[config.mk]
export PLATFORM = sky130hd
export DESIGN_NAME = msm_monitor
export DESIGN_NICKNAME = d
export VERILOG_FILES = /design/src/core/msm_pkg.sv /design/src/core/msm_popcount.sv /design/src/core/msm_monitor.sv
export SDC_FILE = /design/constraint.sdc
export NUM_CORES = 1
export LEC_CHECK = 0
export BUFFER_PORTS_ARGS = -buffer_cell sky130_fd_sc_hd__buf_2
export CAP_MARGIN = 10
export CORE_MARGIN = 3
export CORE_UTILIZATION = 40
export DETAILED_ROUTE_END_ITERATION = 16
export GPL_TIMING_DRIVEN = 0
export PLACE_DENSITY = 0.74
export REMOVE_ABC_BUFFERS = 1
export SLEW_MARGIN = 20
export SYNTH_ARGS = -nofsm -noshare
export SYNTH_HDL_FRONTEND = slang
export SYNTH_SLANG_ARGS = --single-unit
[constraint.sdc]
create_clock -name sys_clk_in -period 6 [get_ports sys_clk_in]
set_clock_uncertainty 0.15 [all_clocks]
set_input_delay 1.5 -clock sys_clk_in [delete_from_list [all_inputs] [get_ports sys_clk_in]]
set_output_delay 1.5 -clock sys_clk_in [all_outputs]
set_load 0.1 [all_outputs]
[src/core/msm_pkg.sv]
// member snapshot monitor: shared constants, register map and carrier types
// assumes a 40 MHz system clock and membership vectors delivered by the bus front end
//
// Operation
// - order starts a 30 second delay timer
// - active flag high exactly while timer runs
// - flag sent to all peers on order
// - all members mute both alarms during delay
// - save recognised members shortly before expiry
// - afterwards compare live set against saved set
// - saved member gone raises missing alarm
// - unsaved member seen raises extra alarm
// - id, interface or layer change clears saved
// - each alarm is its own logic flag
// - layer 1 monitors gensets and layer-1 breakers
// - layer 3 monitors group controllers and breakers
// - redundant ethernet tracks both buses, flags faults
// - report saved and live counts per class
package msm_pkg;

    // ****************************************************************
    // timing
    // ****************************************************************
    localparam int unsigned CLK_HZ          = 40_000_000;
    localparam int unsigned SNAP_DELAY_S    = 30;        // snapshot delay, seconds
    localparam int unsigned SNAP_LEAD_MS    = 100;       // capture lead before expiry, ms
    localparam int unsigned SNAP_CYCLES     = SNAP_DELAY_S * CLK_HZ;
    localparam int unsigned LEAD_CYCLES     = (SNAP_LEAD_MS * (CLK_HZ / 1000));
    localparam int          TIMER_W         = 31;

    // ****************************************************************
    // register map (byte addresses) and fields
    // ****************************************************************
    localparam logic [7:0]  ADDR_CTRL       = 8'h00;
    localparam logic [7:0]  ADDR_CFG        = 8'h04;
    localparam logic [7:0]  ADDR_STATUS     = 8'h08;
    localparam logic [7:0]  ADDR_COUNT      = 8'h0C;
    localparam logic [7:0]  ADDR_SAVED_CTL  = 8'h10;
    localparam logic [7:0]  ADDR_SAVED_BCU  = 8'h14;
    localparam int          CTRL_ORDER_BIT  = 0;
    localparam int          CFG_ID_LSB      = 0;
    localparam int          CFG_IF_LSB      = 8;
    localparam int          CFG_LAYER_BIT   = 16;
    localparam int          CNT_SAVED_CTL   = 0;
    localparam int          CNT_SAVED_BCU   = 8;
    localparam int          CNT_LIVE_CTL    = 16;
    localparam int          CNT_LIVE_BCU    = 24;
    localparam logic [31:0] RESET_WORD      = 32'h0000_0000;

    // ****************************************************************
    // load-share interface selections
    // ****************************************************************
    localparam logic [2:0]  IF_CAN1         = 3'h0;
    localparam logic [2:0]  IF_ETH_A        = 3'h1;
    localparam logic [2:0]  IF_CAN1_ETH_A   = 3'h2;
    localparam logic [2:0]  IF_ETH_B        = 3'h3;
    localparam logic [2:0]  IF_ETH_B_C      = 3'h4;

    localparam int          UNITS           = 32;
    localparam int          CNT_W           = 6;
    localparam int          SET_W           = 2 * UNITS;

    // members recognised on one bus, one bit per unit number
    typedef struct packed {
        logic [UNITS-1:0] genset;
        logic [UNITS-1:0] group_controller;
        logic [UNITS-1:0] breaker_control_unit_l1;
        logic [UNITS-1:0] breaker_control_unit_l3;
    } msm_members_s;

    // alarm flags for the equation system
    typedef struct packed {
        logic missing;
        logic extra;
        logic redundancy_lost;
        logic improper;
    } msm_alarms_s;

endpackage

[src/core/msm_popcount.sv]
// member snapshot monitor: population count of a membership vector
// assumes a purely combinational use; output width must hold the vector width
`timescale 1ns/1ps

module msm_popcount #(
    parameter int W  = 32,
    parameter int CW = 6
) (
    input  wire logic [W-1:0]  bits_in,
    output logic      [CW-1:0] count_out
);

    // ripple sum; 32 inputs keep the adder chain short enough at 40 MHz
    always_comb begin
        count_out = '0;
        for (int i = 0; i < W; i++) begin
            count_out = count_out + CW'(bits_in[i]);
        end
    end

endmodule // msm_popcount

[src/core/msm_monitor.sv]
// member snapshot monitor: delay timer, snapshot capture, alarms, avalon-mm slave
// assumes membership vectors and the peer flag are synchronous to sys_clk_in
`timescale 1ns/1ps

module msm_monitor #(
    parameter int unsigned SNAP_CYCLES_P = msm_pkg::SNAP_CYCLES,
    parameter int unsigned LEAD_CYCLES_P = msm_pkg::LEAD_CYCLES
) (
    input  wire logic                  sys_clk_in,
    input  wire logic                  arst_n_in,
    input  wire logic [7:0]            avs_address_in,
    input  wire logic                  avs_read_in,
    input  wire logic                  avs_write_in,
    input  wire logic [31:0]           avs_writedata_in,
    input  wire logic [3:0]            avs_byteenable_in,
    output logic      [31:0]           avs_readdata_out,
    output logic                       avs_waitrequest_out,
    input  wire msm_pkg::msm_members_s bus_a_in,
    input  wire msm_pkg::msm_members_s bus_b_in,
    input  wire logic                  peer_snap_in,
    output logic                       snap_flag_out,
    output logic                       snap_active_out,
    output logic                       missing_alarm_out,
    output logic                       extra_alarm_out,
    output logic                       redundancy_lost_out,
    output logic                       improper_member_out
);

    // ****************************************************************
    // state
    // ****************************************************************
    typedef struct packed {
        logic                                 wait_q;
        logic [31:0]                          rdata;
        logic                                 order;
        logic                                 order_prev;
        logic                                 peer_prev;
        logic [7:0]                           dev_id;
        logic [2:0]                           iface;
        logic                                 layer3;
        logic [msm_pkg::TIMER_W-1:0]          timer;
        logic                                 active;
        logic                                 saved_valid;
        logic [msm_pkg::SET_W-1:0]            saved_a;
        logic [msm_pkg::SET_W-1:0]            saved_b;
        msm_pkg::msm_alarms_s                 alarms;
    } msm_state_s;

    msm_state_s st_reg;
    msm_state_s st_next;

    logic [msm_pkg::SET_W-1:0] live_a;
    logic [msm_pkg::SET_W-1:0] live_b;
    logic [msm_pkg::SET_W-1:0] seen;
    logic [msm_pkg::SET_W-1:0] saved_u;
    logic                      redundant;
    logic                      order_edge;
    logic                      mon_en;
    logic                      capture;
    logic                      cfg_changed;
    logic [31:0]               be_mask;
    logic [31:0]               rd_mux;
    logic [31:0]               cfg_word;
    logic [31:0]               cfg_new;
    logic [msm_pkg::CNT_W-1:0] cnt_saved_ctl;
    logic [msm_pkg::CNT_W-1:0] cnt_saved_bcu;
    logic [msm_pkg::CNT_W-1:0] cnt_live_ctl;
    logic [msm_pkg::CNT_W-1:0] cnt_live_bcu;

    // ****************************************************************
    // membership selection per layer and interface
    // ****************************************************************
    // layer 3 swaps the controller class and the breaker class together
    always_comb begin
        if (st_reg.layer3) begin
            live_a = {bus_a_in.group_controller, bus_a_in.breaker_control_unit_l3};
            live_b = {bus_b_in.group_controller, bus_b_in.breaker_control_unit_l3};
        end else begin
            live_a = {bus_a_in.genset, bus_a_in.breaker_control_unit_l1};
            live_b = {bus_b_in.genset, bus_b_in.breaker_control_unit_l1};
        end
    end

    // a member counts as present if either redundant bus still sees it
    assign redundant = (st_reg.iface == msm_pkg::IF_CAN1_ETH_A) ||
                       (st_reg.iface == msm_pkg::IF_ETH_B_C);
    assign seen      = redundant ? (live_a | live_b) : live_a;
    assign saved_u   = redundant ? (st_reg.saved_a | st_reg.saved_b) : st_reg.saved_a;

    // ****************************************************************
    // order detection, capture point, monitoring window
    // ****************************************************************
    // edges only: a source that never drops its order starts nothing new
    assign order_edge = (st_reg.order && !st_reg.order_prev) ||
                        (peer_snap_in && !st_reg.peer_prev);
    assign capture    = (st_reg.timer == msm_pkg::TIMER_W'(LEAD_CYCLES_P));
    // a peer still in its delay keeps this unit quiet as well
    assign mon_en     = st_reg.saved_valid && !st_reg.active && !peer_snap_in;

    // ****************************************************************
    // counts per device class
    // ****************************************************************
    // live counts use bus a; a redundant bus b only shows up in the alarms
    msm_popcount #(.W(msm_pkg::UNITS), .CW(msm_pkg::CNT_W)) u_cnt_saved_ctl (
        .bits_in   (st_reg.saved_a[msm_pkg::SET_W-1:msm_pkg::UNITS]),
        .count_out (cnt_saved_ctl)
    );
    msm_popcount #(.W(msm_pkg::UNITS), .CW(msm_pkg::CNT_W)) u_cnt_saved_bcu (
        .bits_in   (st_reg.saved_a[msm_pkg::UNITS-1:0]),
        .count_out (cnt_saved_bcu)
    );
    msm_popcount #(.W(msm_pkg::UNITS), .CW(msm_pkg::CNT_W)) u_cnt_live_ctl (
        .bits_in   (live_a[msm_pkg::SET_W-1:msm_pkg::UNITS]),
        .count_out (cnt_live_ctl)
    );
    msm_popcount #(.W(msm_pkg::UNITS), .CW(msm_pkg::CNT_W)) u_cnt_live_bcu (
        .bits_in   (live_a[msm_pkg::UNITS-1:0]),
        .count_out (cnt_live_bcu)
    );

    // ****************************************************************
    // register read mux and write merge
    // ****************************************************************
    always_comb begin
        be_mask  = {{8{avs_byteenable_in[3]}}, {8{avs_byteenable_in[2]}},
                    {8{avs_byteenable_in[1]}}, {8{avs_byteenable_in[0]}}};
        cfg_word = msm_pkg::RESET_WORD;
        cfg_word[msm_pkg::CFG_ID_LSB +: 8]  = st_reg.dev_id;
        cfg_word[msm_pkg::CFG_IF_LSB +: 3]  = st_reg.iface;
        cfg_word[msm_pkg::CFG_LAYER_BIT]    = st_reg.layer3;
        cfg_new  = (cfg_word & ~be_mask) | (avs_writedata_in & be_mask);
        // only the defined fields matter; reserved bits never count as a change
        cfg_changed = (cfg_new[msm_pkg::CFG_ID_LSB +: 8] != st_reg.dev_id) ||
                      (cfg_new[msm_pkg::CFG_IF_LSB +: 3] != st_reg.iface) ||
                      (cfg_new[msm_pkg::CFG_LAYER_BIT] != st_reg.layer3);
        rd_mux   = msm_pkg::RESET_WORD;
        unique case (avs_address_in)
            msm_pkg::ADDR_CTRL: begin
                rd_mux[msm_pkg::CTRL_ORDER_BIT] = st_reg.order;
            end
            msm_pkg::ADDR_CFG: begin
                rd_mux = cfg_word;
            end
            msm_pkg::ADDR_STATUS: begin
                rd_mux[5:0] = {st_reg.alarms.improper, st_reg.alarms.redundancy_lost,
                               st_reg.alarms.extra, st_reg.alarms.missing,
                               st_reg.saved_valid, st_reg.active};
            end
            msm_pkg::ADDR_COUNT: begin
                rd_mux[msm_pkg::CNT_SAVED_CTL +: msm_pkg::CNT_W] = cnt_saved_ctl;
                rd_mux[msm_pkg::CNT_SAVED_BCU +: msm_pkg::CNT_W] = cnt_saved_bcu;
                rd_mux[msm_pkg::CNT_LIVE_CTL  +: msm_pkg::CNT_W] = cnt_live_ctl;
                rd_mux[msm_pkg::CNT_LIVE_BCU  +: msm_pkg::CNT_W] = cnt_live_bcu;
            end
            msm_pkg::ADDR_SAVED_CTL: begin
                rd_mux = st_reg.saved_a[msm_pkg::SET_W-1:msm_pkg::UNITS];
            end
            msm_pkg::ADDR_SAVED_BCU: begin
                rd_mux = st_reg.saved_a[msm_pkg::UNITS-1:0];
            end
            default: begin
                rd_mux = msm_pkg::RESET_WORD;   // unmapped reads return zero
            end
        endcase
    end

    // ****************************************************************
    // next state
    // ****************************************************************
    always_comb begin
        st_next            = st_reg;
        st_next.order_prev = st_reg.order;
        st_next.peer_prev  = peer_snap_in;

        // bus: one wait cycle, then a single-cycle answer with waitrequest low
        st_next.wait_q = 1'b1;
        if ((avs_read_in || avs_write_in) && st_reg.wait_q) begin
            st_next.wait_q = 1'b0;
            st_next.rdata  = avs_read_in ? rd_mux : msm_pkg::RESET_WORD;
        end
        // writes take effect at the edge where waitrequest is seen low
        if (avs_write_in && !st_reg.wait_q) begin
            if (avs_address_in == msm_pkg::ADDR_CTRL && avs_byteenable_in[0]) begin
                st_next.order = avs_writedata_in[msm_pkg::CTRL_ORDER_BIT];
            end
            if (avs_address_in == msm_pkg::ADDR_CFG) begin
                st_next.dev_id = cfg_new[msm_pkg::CFG_ID_LSB +: 8];
                st_next.iface  = cfg_new[msm_pkg::CFG_IF_LSB +: 3];
                st_next.layer3 = cfg_new[msm_pkg::CFG_LAYER_BIT];
                if (cfg_changed) begin
                    st_next.saved_valid = 1'b0;
                    st_next.saved_a     = '0;
                    st_next.saved_b     = '0;
                end
            end
        end

        // delay timer; an order during a running delay is ignored
        if (st_reg.timer != '0) begin
            st_next.timer = st_reg.timer - 1'b1;
        end else if (order_edge) begin
            st_next.timer = msm_pkg::TIMER_W'(SNAP_CYCLES_P);
        end
        st_next.active = (st_next.timer != '0);

        // capture after any clear so a snapshot in the same cycle survives
        if (capture) begin
            st_next.saved_a     = live_a;
            st_next.saved_b     = redundant ? live_b : '0;
            st_next.saved_valid = 1'b1;
        end

        // alarm flags follow the live comparison while monitoring
        st_next.alarms.missing  = mon_en && (|(saved_u & ~seen));
        st_next.alarms.extra    = mon_en && (|(seen & ~saved_u));
        st_next.alarms.redundancy_lost = mon_en && redundant &&
            (|((st_reg.saved_a & ~live_a & live_b) |
               (st_reg.saved_b & ~live_b & live_a)));
        st_next.alarms.improper = mon_en && redundant &&
            (|((live_a ^ live_b) & ~saved_u));
    end

    // ****************************************************************
    // state register
    // ****************************************************************
    // reset leaves waitrequest high so no request is answered while in reset
    always_ff @(posedge sys_clk_in or negedge arst_n_in) begin
        if (!arst_n_in) begin
            st_reg        <= '0;
            st_reg.wait_q <= 1'b1;
        end else begin
            st_reg <= st_next;
        end
    end

    // ****************************************************************
    // outputs
    // ****************************************************************
    // all outputs are plain state bits
    assign avs_readdata_out    = st_reg.rdata;
    assign avs_waitrequest_out = st_reg.wait_q;
    assign snap_flag_out       = st_reg.active;
    assign snap_active_out     = st_reg.active;
    assign missing_alarm_out   = st_reg.alarms.missing;
    assign extra_alarm_out     = st_reg.alarms.extra;
    assign redundancy_lost_out = st_reg.alarms.redundancy_lost;
    assign improper_member_out = st_reg.alarms.improper;
endmodule // msm_monitor

# After elaboration in Yosys (flattened, before gate mapping)
# Cells that the tools add are included.
[totals]
input_bits = 305
memories = 0
rom_bits = 0
reg_bits = 213
ram_bits = 0
output_inout_bits = 39
word_cells = 229
latchBits = 0
[classes]
eq_ne = 11
muxes = 22
shift = 0
order_cmp = 0
n_reduce_logical = 35
n_mul = 0
add_sub_neg = 125
bitwise_logic = 19
div = 0
[op_table]
columns = ["operator", "count"]
rows = [
  ["$add 6x1->6", 120],
  ["$mux 129", 4],
  ["$and 64x64->64", 7],
  ["$mux 64", 5],
  ["$not 64->64", 4],
  ["$reduce_or 64->1", 4],
  ["$or 64x64->64", 3],
  ["$xor 64x64->64", 1],
  ["$mux 31", 2],
  ["$reduce_bool 31->1", 2],
  ["$pmux 6 s4", 2],
  ["$and 17x17->17", 2],
  ["$mux 33", 1],
  ["$mux 32", 1],
  ["$eq 31x22->1 const B", 1],
  ["$sub 31x1->31 const B", 1],
  ["$pmux 5 s5", 1],
  ["$pmux 6 s3", 1],
  ["$not 17->17", 1],
  ["$or 17x17->17", 1],
  ["$eq 8x4->1 const B", 2],
  ["$eq 8x5->1 const B", 2],
  ["$logic_and 1x1->1", 12],
  ["$pmux 2 s2", 3],
  ["15 further kinds", 29],
]

# Logic depth before layout (Yosys ltp)
# Gate-level depths: netlist of the first run.
[depth]
ltp_word = 35
ltp_mapped = 25
ltp_nobuf = 22

# By module
# Synthesis of the first run repeated with hierarchy kept, for this count alone.
[hier_totals]
hier_cells = 2266
area_unflattened_um2 = 19525.0
[modules_own_cells]
columns = ["mod", "seq_area_each_um2", "area_per_inst_um2", "instances", "cells_per_inst"]
rows = [
  ["msm_monitor", 5331.4, 16191.8, 1, 1906],
  ["msm_popcount", 0.0, 833.3, 4, 90],
]

# Worst setup path after synthesis of the first run
# No wires, ideal clock.
[synth_path]
path_kind = "input -> register"
start = "in bus_a_in[0] in the netlist's numbering"
end = "reg st_reg, in the netlist avs_readdata_out[28]"
n_path_buf = 0
setup_slack_ns = -0.959
t_arrival_ns = 6.688
t_required_ns = 5.729
setup_time_ns = 0.121
stages = 18
path_cell_list = "mux2i_1 -> inv_1 -> ha_1 -> inv_1 -> fa_1 -> fa_1 -> fa_1 -> fa_1 -> fa_1 -> fa_1 -> fa_1 -> fa_1 -> inv_1 -> a21o_1 -> a21oi_1 -> xor2_1 -> o22ai_1 -> a22o_1"
[synth_via]
elab_chain_len = 34
[synth_rtl]
columns = ["item", "line_no", "text"]
rows = [
  ["from (decl)", "msm_monitor.sv:18", "input wire msm_pkg::msm_members_s bus_a_in,"],
  ["$mux 64", "msm_monitor.sv:75", "if (st_reg.layer3) begin"],
  ["$add 1x1->2", "msm_popcount.sv:17", "count_out = count_out + CW'(bits_in[i]);"],
  ["$add 6x1->6 (30 in series)", "msm_popcount.sv:17", ""],
  ["$pmux 6 s3", "msm_monitor.sv:137", "unique case (avs_address_in)"],
  ["$mux 32", "msm_monitor.sv:179", "st_next.rdata = avs_read_in ? rd_mux : msm_pkg::RESET_WORD;"],
  ["to (signal assigned)", "msm_monitor.sv:232", "st_reg <= st_next;"],
  ["to (decl)", "msm_monitor.sv:49", "msm_state_s st_reg;"],
]
# No other way between the ends.
# A chain may end at the register's enable or synchronous reset.

# Worst setup path after layout of the first run
[layout_path]
start = "in bus_a_in[33] in the netlist's numbering"
end = "reg st_reg, in the netlist avs_readdata_out[28]"
# The elaborated chain is that of the path after synthesis.

==> key figures, run 1 <==
Outcome
  – Status: finished with violations
  – Violated checks: negative setup slack

Yosys
  – Main synth FF type: dfrtp_1
  – Sequential-to-total area share from yosys stat: 27.8%
  – Post-synth cell types: approximately 70
  – Post-synthesis instance area: 19,200 sq um
  – Synth top area share: 27.7%
  – Synth Instances: 2,271
  – Area contributors post-synth: dfrtp_1 28%, fa_1 10%, mux2i_1 9.4%, ha_1 6.3%, nand2_1 5.0%
  – Syn_area_per_cell: 8.44 sq um
  – Number of synthesis warnings: 0
  – Register bit total from synthesis: approximately 210
  – Synth async-reset ratio: 100%
  – Number of synthesized flops with an enable pin: 0
  – Post-synth top area cell: dfrtp_1

Detailed routing
  – Via Count: between 15,000 and 20,000
  – Final WL: between 90 and 100 mm
  – Met3 WL: ~11 mm
  – Via density: between 6 and 7
  – DR WL met2: 42.3 mm
  – Drt pass-1 iters: 8
  – Routed wire per std cell: slightly above 30 um
  – Uppermost layer routed: met5
  – Post-Route M1 WL: ~40 mm
  – Remaining DRCs: 0
  – Initial detailed-routing violation count: between 2,000 and 3,000
  – Antenna Nets Post-Route: 0

CTS
  – Clk Latency, worst-skew pair: about 0.6 ns
  – Clock root buffer: clkbuf_16
  – CTS Buf Count: 28
  – CTS Sinks: about 210
  – CTS tree: done
  – Clock tree buffer depth: 3
  – Post-CTS Hold Fix Bufs: 0
  – Clock transition at the registers of the reported paths: roughly 0.060 ns
  – H-tree Lvls: 1

Worst setup path
  – WP data required: 6.32 ns
  – CP cell instances: buf_6, mux2i_4, inv_4, ha_4, inv_2, fa_1, fa_1, fa_2, fa_1, fa_1, fa_1, fa_2, fa_2, inv_1, a21o_1, a21oi_2, xor2_1, o22ai_1, a22o_1
  – WP buf/inv: 4
  – Setup crit end kind: register
  – CP max FO: 2
  – CP top delay family: adder cells
  – CP max stage delay: 0.64 ns
  – CP Launch Type: primary input
  – Arrival time worst endpoint: approximately 7 ns
  – Slowest CP cell: fa_2
  – Critical path type: in2reg
  – CP dominant cell by count: fa_1

Cells and area
  – Final instance area: between 20,000 and 25,000 sq um
  – Final Non-Filler Cells: ~3,200
  – Final nets: roughly 3,000
  – Max reg flops: roughly 160
  – Most frequent cells in the layout: 314 x buf_2, 254 x nand2_1, 199 x dfrtp_1, 173 x inv_1, 144 x mux2i_1
  – Most common cell after layout, fill and taps aside: buf_2
  – Area grow syn2layout: 21.6%
  – Layout cells sized above 1: 22.3%

Die
  – FP Rows: 79
  – Initial Utilization: roughly two fifths
  – I/O pins: 344
  – Die area: between 50,000 and 60,000 sq um
  – Die extent in y: around 220 um
  – Die X: approximately 220 um
  – Core Box Area: 47,000 sq um

Timing
  – Fin. max-slew vios: 0
  – Actual slew at the worst max-slew pin: about 1.1 ns
  – Worst Setup Slack, final: -0.572 ns
  – Unrepaired setup endpoints after global routing: yes
  – Final cycle utilization of the critical path: 110%
  – Setup violations, final: 10
  – Setup tns final: -3.89 ns
  – Relative slew slack: 21.4%
  – Final hold violation count: 0
  – Crit path time final: 6.57 ns
  – Fmax: ~0.15 GHz

Placement
  – PortBufs: roughly 320
  – Dpl cells: approximately 3,100
  – Final HPWL DP: roughly 77 mm
  – GPL Wtd Cong: ~1.0
  – Placed inst area: 21,400 sq um
  – Post-Place Setup Slack: -2.05 ns

GRT
  – Tot GR Track Use: a little under two fifths
  – Initial antenna violation count: 6
  – First-pass GRT wire length: approximately 140 mm
  – Gr ovfl total: 0
  – Vias in the first global route: 18,792
  – Pin count of the biggest net entering global routing: 86

Job
  – Max cap viols: 0

Power and ir drop
  – Peak supply drop: ~0.27 mV
  – PwrDens: approximately 310 nW/um^2
  – Lkg Pwr: ~11 nW

Worst hold path
  – Hold WC Path Type: reg2reg
-- per-layer routing --
metal | vias to the layer above | global-route usage (%)
li1 | 8636 | -
met1 | 9800 | 51.8
met2 | 1248 | 57.5
met3 | 216 | 8.96
met4 | 6 | 16.5
met5 | - | 0
-- what timing repair did --
action | 4_1_cts | 5_1_grt
buffers inserted | 18 | 18
gates cloned | 4 | 0
pin swaps | 37 | 15
setup endpoints to repair | 15 | 15
resized for setup | 92 | 33
-- cells by family (layout without fill, tap and decap cells) --
kind of cell	after synthesis	count (layout)	synth area share (%)
flip-flops	213	213	27.8
buffers and inverters	334	628	7.33
XOR/XNOR	43	43	1.96
AND/OR/NAND/NOR	753	753	19.3
AO/OA/AOI/OAI	530	530	16.4
adder cells (fa/ha/maj)	193	193	16.4
other	0	3	0
multiplexers	205	205	10.9
-- report_power, final --
part | leakage [nW] | switching, mW | internal (mW)
combinational | 7.70 | 2.15 | 1.69
clock | 0.454 | 0.725 | 1.05
sequential | 2.58 | 0.111 | 1.49
-- Yosys cell counts, types with 9 or more instances --
cell type	number
buf_1	20
ha_1	97
mux2_2	23
clkbuf_1	63
nor4_1	48
a221oi_1	12
buf_2	22
nand3b_1	28
a21oi_1	129
or3_1	12
o21ai_0	145
a22o_1	25
nor2_1	117
xnor2_1	23
nand2b_1	27
fa_1	96
mux2i_1	181
xor2_1	20
o22ai_1	48
nand4_1	29
nand2_1	256
a22oi_1	15
dfrtp_1	212
inv_1	194
nand3_1	89
o2111ai_1	9
nor2b_1	9
nor3_1	84
or4_1	13
o21ai_1	78
buf_4	33
-- cell type report --
type,instances,area (sq um)
Clock inverter,11,156
Multi-Input combinational cell,1724,12900
Antenna cell,3,7.51
Tap cell,607,759
Fill cell,4390,23600
Clock buffer,39,792
Timing Repair Buffer,382,2550
Sequential cell,213,5350
Inverter,196,749
-- metrics by stage --
step	total power [mW]	utilization (%)	hold WS (ns)
after global routing	7.65	49.6	0.292
after CTS	6.96	49.1	0.269
final	7.21	49.6	0.267
after global placement	4.82	44.5	0.256
after floorplan	3.93	-	0.223
after detailed placement	4.97	45.6	0.247
-- path summary, 6_finish.rpt --
check	startpoint	end	slack, ns	cells after the start
worst max register to register	cfg_word[16]$_DFFE_PN0P_	avs_readdata_out[28]$_DFFE_PN0P_	-0.52	19
min in group asynchronous	arst_n_in	st_reg[31]$_DFFE_PN0P_	0.69	1
max in group asynchronous	arst_n_in	st_reg[44]$_DFFE_PN0P_	4.11	2
worst min register to register	st_next[178]$_DFFE_PN0P_	st_reg[178]$_DFF_PN0_	0.27	0
worst min-delay path	st_next[178]$_DFFE_PN0P_	st_reg[178]$_DFF_PN0_	0.27	0
worst max-delay path	bus_a_in[33]	avs_readdata_out[28]$_DFFE_PN0P_	-0.57	19
(Power assumes the default switching activity.)
==> run 2: changes to the inputs <==
CORE_MARGIN = 1   (was 3)
GPL_TIMING_DRIVEN = not set   (was 0)
==> key figures, run 2 (synthesis results as in run 1) <==
Outcome
  – Status: finished with violations
  – Violated checks: negative setup slack

Cells and area
  – Most frequent cells in the layout: 307 x buf_2, 288 x buf_4, 254 x nand2_1, 211 x dfrtp_1, 174 x inv_1
  – # fillers: 4,345 (-1.0%)
  – Final nets: 3,279 (+7.8%)
  – Layout cells sized above 1: 27.8% (+5.6 points)
  – Max reg flops: 162 (unchanged)
  – Area grow syn2layout: 28.5%
  – Most common cell after layout, fill and taps aside: buf_2

Worst hold path
  – Hold Path Depth: 0 (unchanged)
  – Hold EP: st_reg[178]$_DFF_PN0_
  – Hold Startpoint: st_next[178]$_DFFE_PN0P_
  – Hold WC Path Type: reg2reg

Worst setup path
  – WP buf/inv: 2 (-2)
  – CP max FO: 2 (unchanged)
  – RR Endpoint: avs_readdata_out[28]$_DFFE_PN0P_
  – Worst setup startpoint: bus_a_in[10]
  – R2R Setup Slk: -0.32 ns (+0.20 ns)
  – CP max stage delay: 0.61 ns (-0.03 ns)
  – R2R Path Start: cfg_word[16]$_DFFE_PN0P_
  – CP cell instances: buf_2, mux2i_1, fa_1, fa_1, fa_2, fa_1, fa_2, fa_1, fa_2, fa_2, inv_2, a21o_1, a21oi_2, xor2_1, o22ai_1, a22o_1
  – CP Launch Type: primary input
  – Arrival time worst endpoint: 6.76 ns (-0.13 ns)
  – Critical path type: in2reg
  – Setup crit end kind: register
  – WP data required: 6.32 ns (about the same)
  – CP top delay family: adder cells
  – Slowest CP cell: fa_2
  – R2R depth: 17 (-2)

CTS
  – CTS Buf Count: 28 (unchanged)
  – H-tree Lvls: 1 (unchanged)
  – Clock tree buffer depth: 3 (unchanged)
  – Post-CTS Hold Fix Bufs: 0 (unchanged)
  – Clock root buffer: clkbuf_16
  – CTS Sinks: 213 (unchanged)
  – Clock transition at the registers of the reported paths: 0.06 ns (about the same)
  – CTS tree: done
  – Clk Latency, worst-skew pair: 0.61 ns (+0.02 ns)

Die
  – Initial Utilization: 40.8% (unchanged)
  – I/O pins: 344 (unchanged)
  – Die extent in y: 221 um (-1.8%)
  – Die X: 221 um (-1.8%)
  – FP Rows: 79 (unchanged)
  – Core Box Area: 47,000 sq um (unchanged)
  – Die area: 48,800 sq um (-3.5%)

Detailed routing
  – Met3 WL: 12.0 mm (+8.3%)
  – Post-Route M1 WL: 42.9 mm (+8.0%)
  – DR WL met2: 45.5 mm (+7.4%)
  – Remaining DRCs: 0 (unchanged)
  – Via Count: 21,435 (+7.7%)
  – Via density: 6.28 (+0.17%)
  – Uppermost layer routed: met5
  – Antenna Nets Post-Route: 0 (unchanged)
  – Final WL: 108 mm (+9.6%)
  – Routed wire per std cell: 31.6 um (+2.0%)
  – Drt pass-1 iters: 6 (-2)
  – Initial detailed-routing violation count: 2,962 (+5.2%)

Timing
  – Fin. max-slew vios: 0 (unchanged)
  – Final cycle utilization of the critical path: 107% (-2.3 points)
  – Actual slew at the worst max-slew pin: 1.28 ns (+0.132 ns)
  – Setup tns final: -2.74 ns (+1.15 ns)
  – Hold_ws: 0.278 ns (+0.0112 ns)
  – Setup violations, final: 10 (unchanged)
  – Final hold violation count: 0 (unchanged)
  – Unrepaired setup endpoints after global routing: yes
  – Worst Setup Slack, final: -0.435 ns (+0.137 ns)
  – Fmax: 0.155 GHz (+2.1%)
  – Relative slew slack: 14.6% (-6.8 points)
  – Crit path time final: 6.43 ns (-0.137 ns)

Placement
  – GPL Wtd Cong: 1.05 (+0.16%)
  – Final HPWL DP: 85.2 mm (+10%)
  – PortBufs: 322 (unchanged)
  – Post-Place Setup Slack: -1.35 ns (+0.699 ns)

GRT
  – Initial antenna violation count: 6 (unchanged)
  – Vias in the first global route: 20,571 (+9.5%)
  – Gr ovfl total: 0 (unchanged)
  – First-pass GRT wire length: 151 mm (+11%)
  – Tot GR Track Use: 43.4% (+5.5 points)
  – Pin count of the biggest net entering global routing: 94 (+9.3%)

Power and ir drop
  – Peak supply drop: 0.304 mV (+11%)
  – PwrDens: 307 nW/um^2 (-0.69%)
  – Lkg Pwr: 11.7 nW (+9.5%)
  – Pwr Total: 7.57 mW (+5.0%)

Job
  – Max cap viols: 0 (unchanged)
## run 2: changes by cell type in the layout (fill, tap and decap cells not counted), sizes merged
| cell | previous run | this run |
|---|---|---|
| clkbuf | 39 | 31 |
| buf | 378 | 618 |
| bufbuf | 4 | 0 |
| clkinv | 4 | 9 |
| bufinv | 3 | 5 |
| inv | 196 | 199 |
## run 2: how the worst max path moves through the flow
stage / endpoint / slack (ns) / cells after the start
floorplan: avs_readdata_out[20]$_DFFE_PN0P_ / -4.20 / 17
global placement: avs_readdata_out[20]$_DFFE_PN0P_ / -1.28 / 20
detailed placement: avs_readdata_out[20]$_DFFE_PN0P_ / -1.35 / 20
CTS: avs_readdata_out[28]$_DFFE_PN0P_ / -0.37 / 19
global route: avs_readdata_out[28]$_DFFE_PN0P_ / -0.52 / 19
finish: avs_readdata_out[28]$_DFFE_PN0P_ / -0.43 / 16
## run 2: what timing repair did
item / in CTS / in global routing
endpoints found under the setup margin: 11 / 16
gates resized for setup: 40 / 58
buffers inserted: 100 / 6
pin swaps: 36 / 32
## run 2: routing by layer
layer / GRT usage [%] / up-vias
met5: 0 / -
met4: 23.2 / 4
met3: 10.1 / 314
met2: 65.1 / 1516
met1: 58.0 / 10497
li1: - / 9104
## run 2: final cells by class
cell class	instances	area, sq um	share of cell area, %
flip-flops and latches	213	5340	21.7
clock inverters	21	274	1.11
well taps	607	759	3.08
multi-input cells	1724	12800	51.8
repair buffers	618	4010	16.3
diodes	3	7.51	0.0305
inverters	196	738	3.00
clock buffers	31	742	3.01
## run 2: power by group
part,internal [mW],leakage [nW],switching [mW]
sequential,1.49,2.59,0.0850
combinational,1.87,8.66,2.21
clock,1.12,0.490,0.800
total,4.47,11.7,3.10
## run 2: metrics by stage
step	util [%]	instance area, sq um	std cells
floorplan	-	18500	2133
global placement	47.8	22500	3256
detailed placement	47.8	22500	3256
CTS	51.9	24400	3408
global route	52.5	24600	3410
finish	52.5	24600	3413
## run 2: worst reg2reg max path, cell delays in order, from the launching register on
cell and delay (ns):
dfrtp_4 0.44, buf_12 0.18, buf_4 0.23, mux2i_1 0.54, fa_1 0.56, fa_1 0.52, fa_2 0.61, fa_1 0.48
fa_2 0.59, fa_1 0.43, fa_2 0.39, fa_2 0.36, inv_2 0.06, a21o_1 0.11, a21oi_2 0.05, xor2_1 0.16
o22ai_1 0.10, a22o_1 0.23
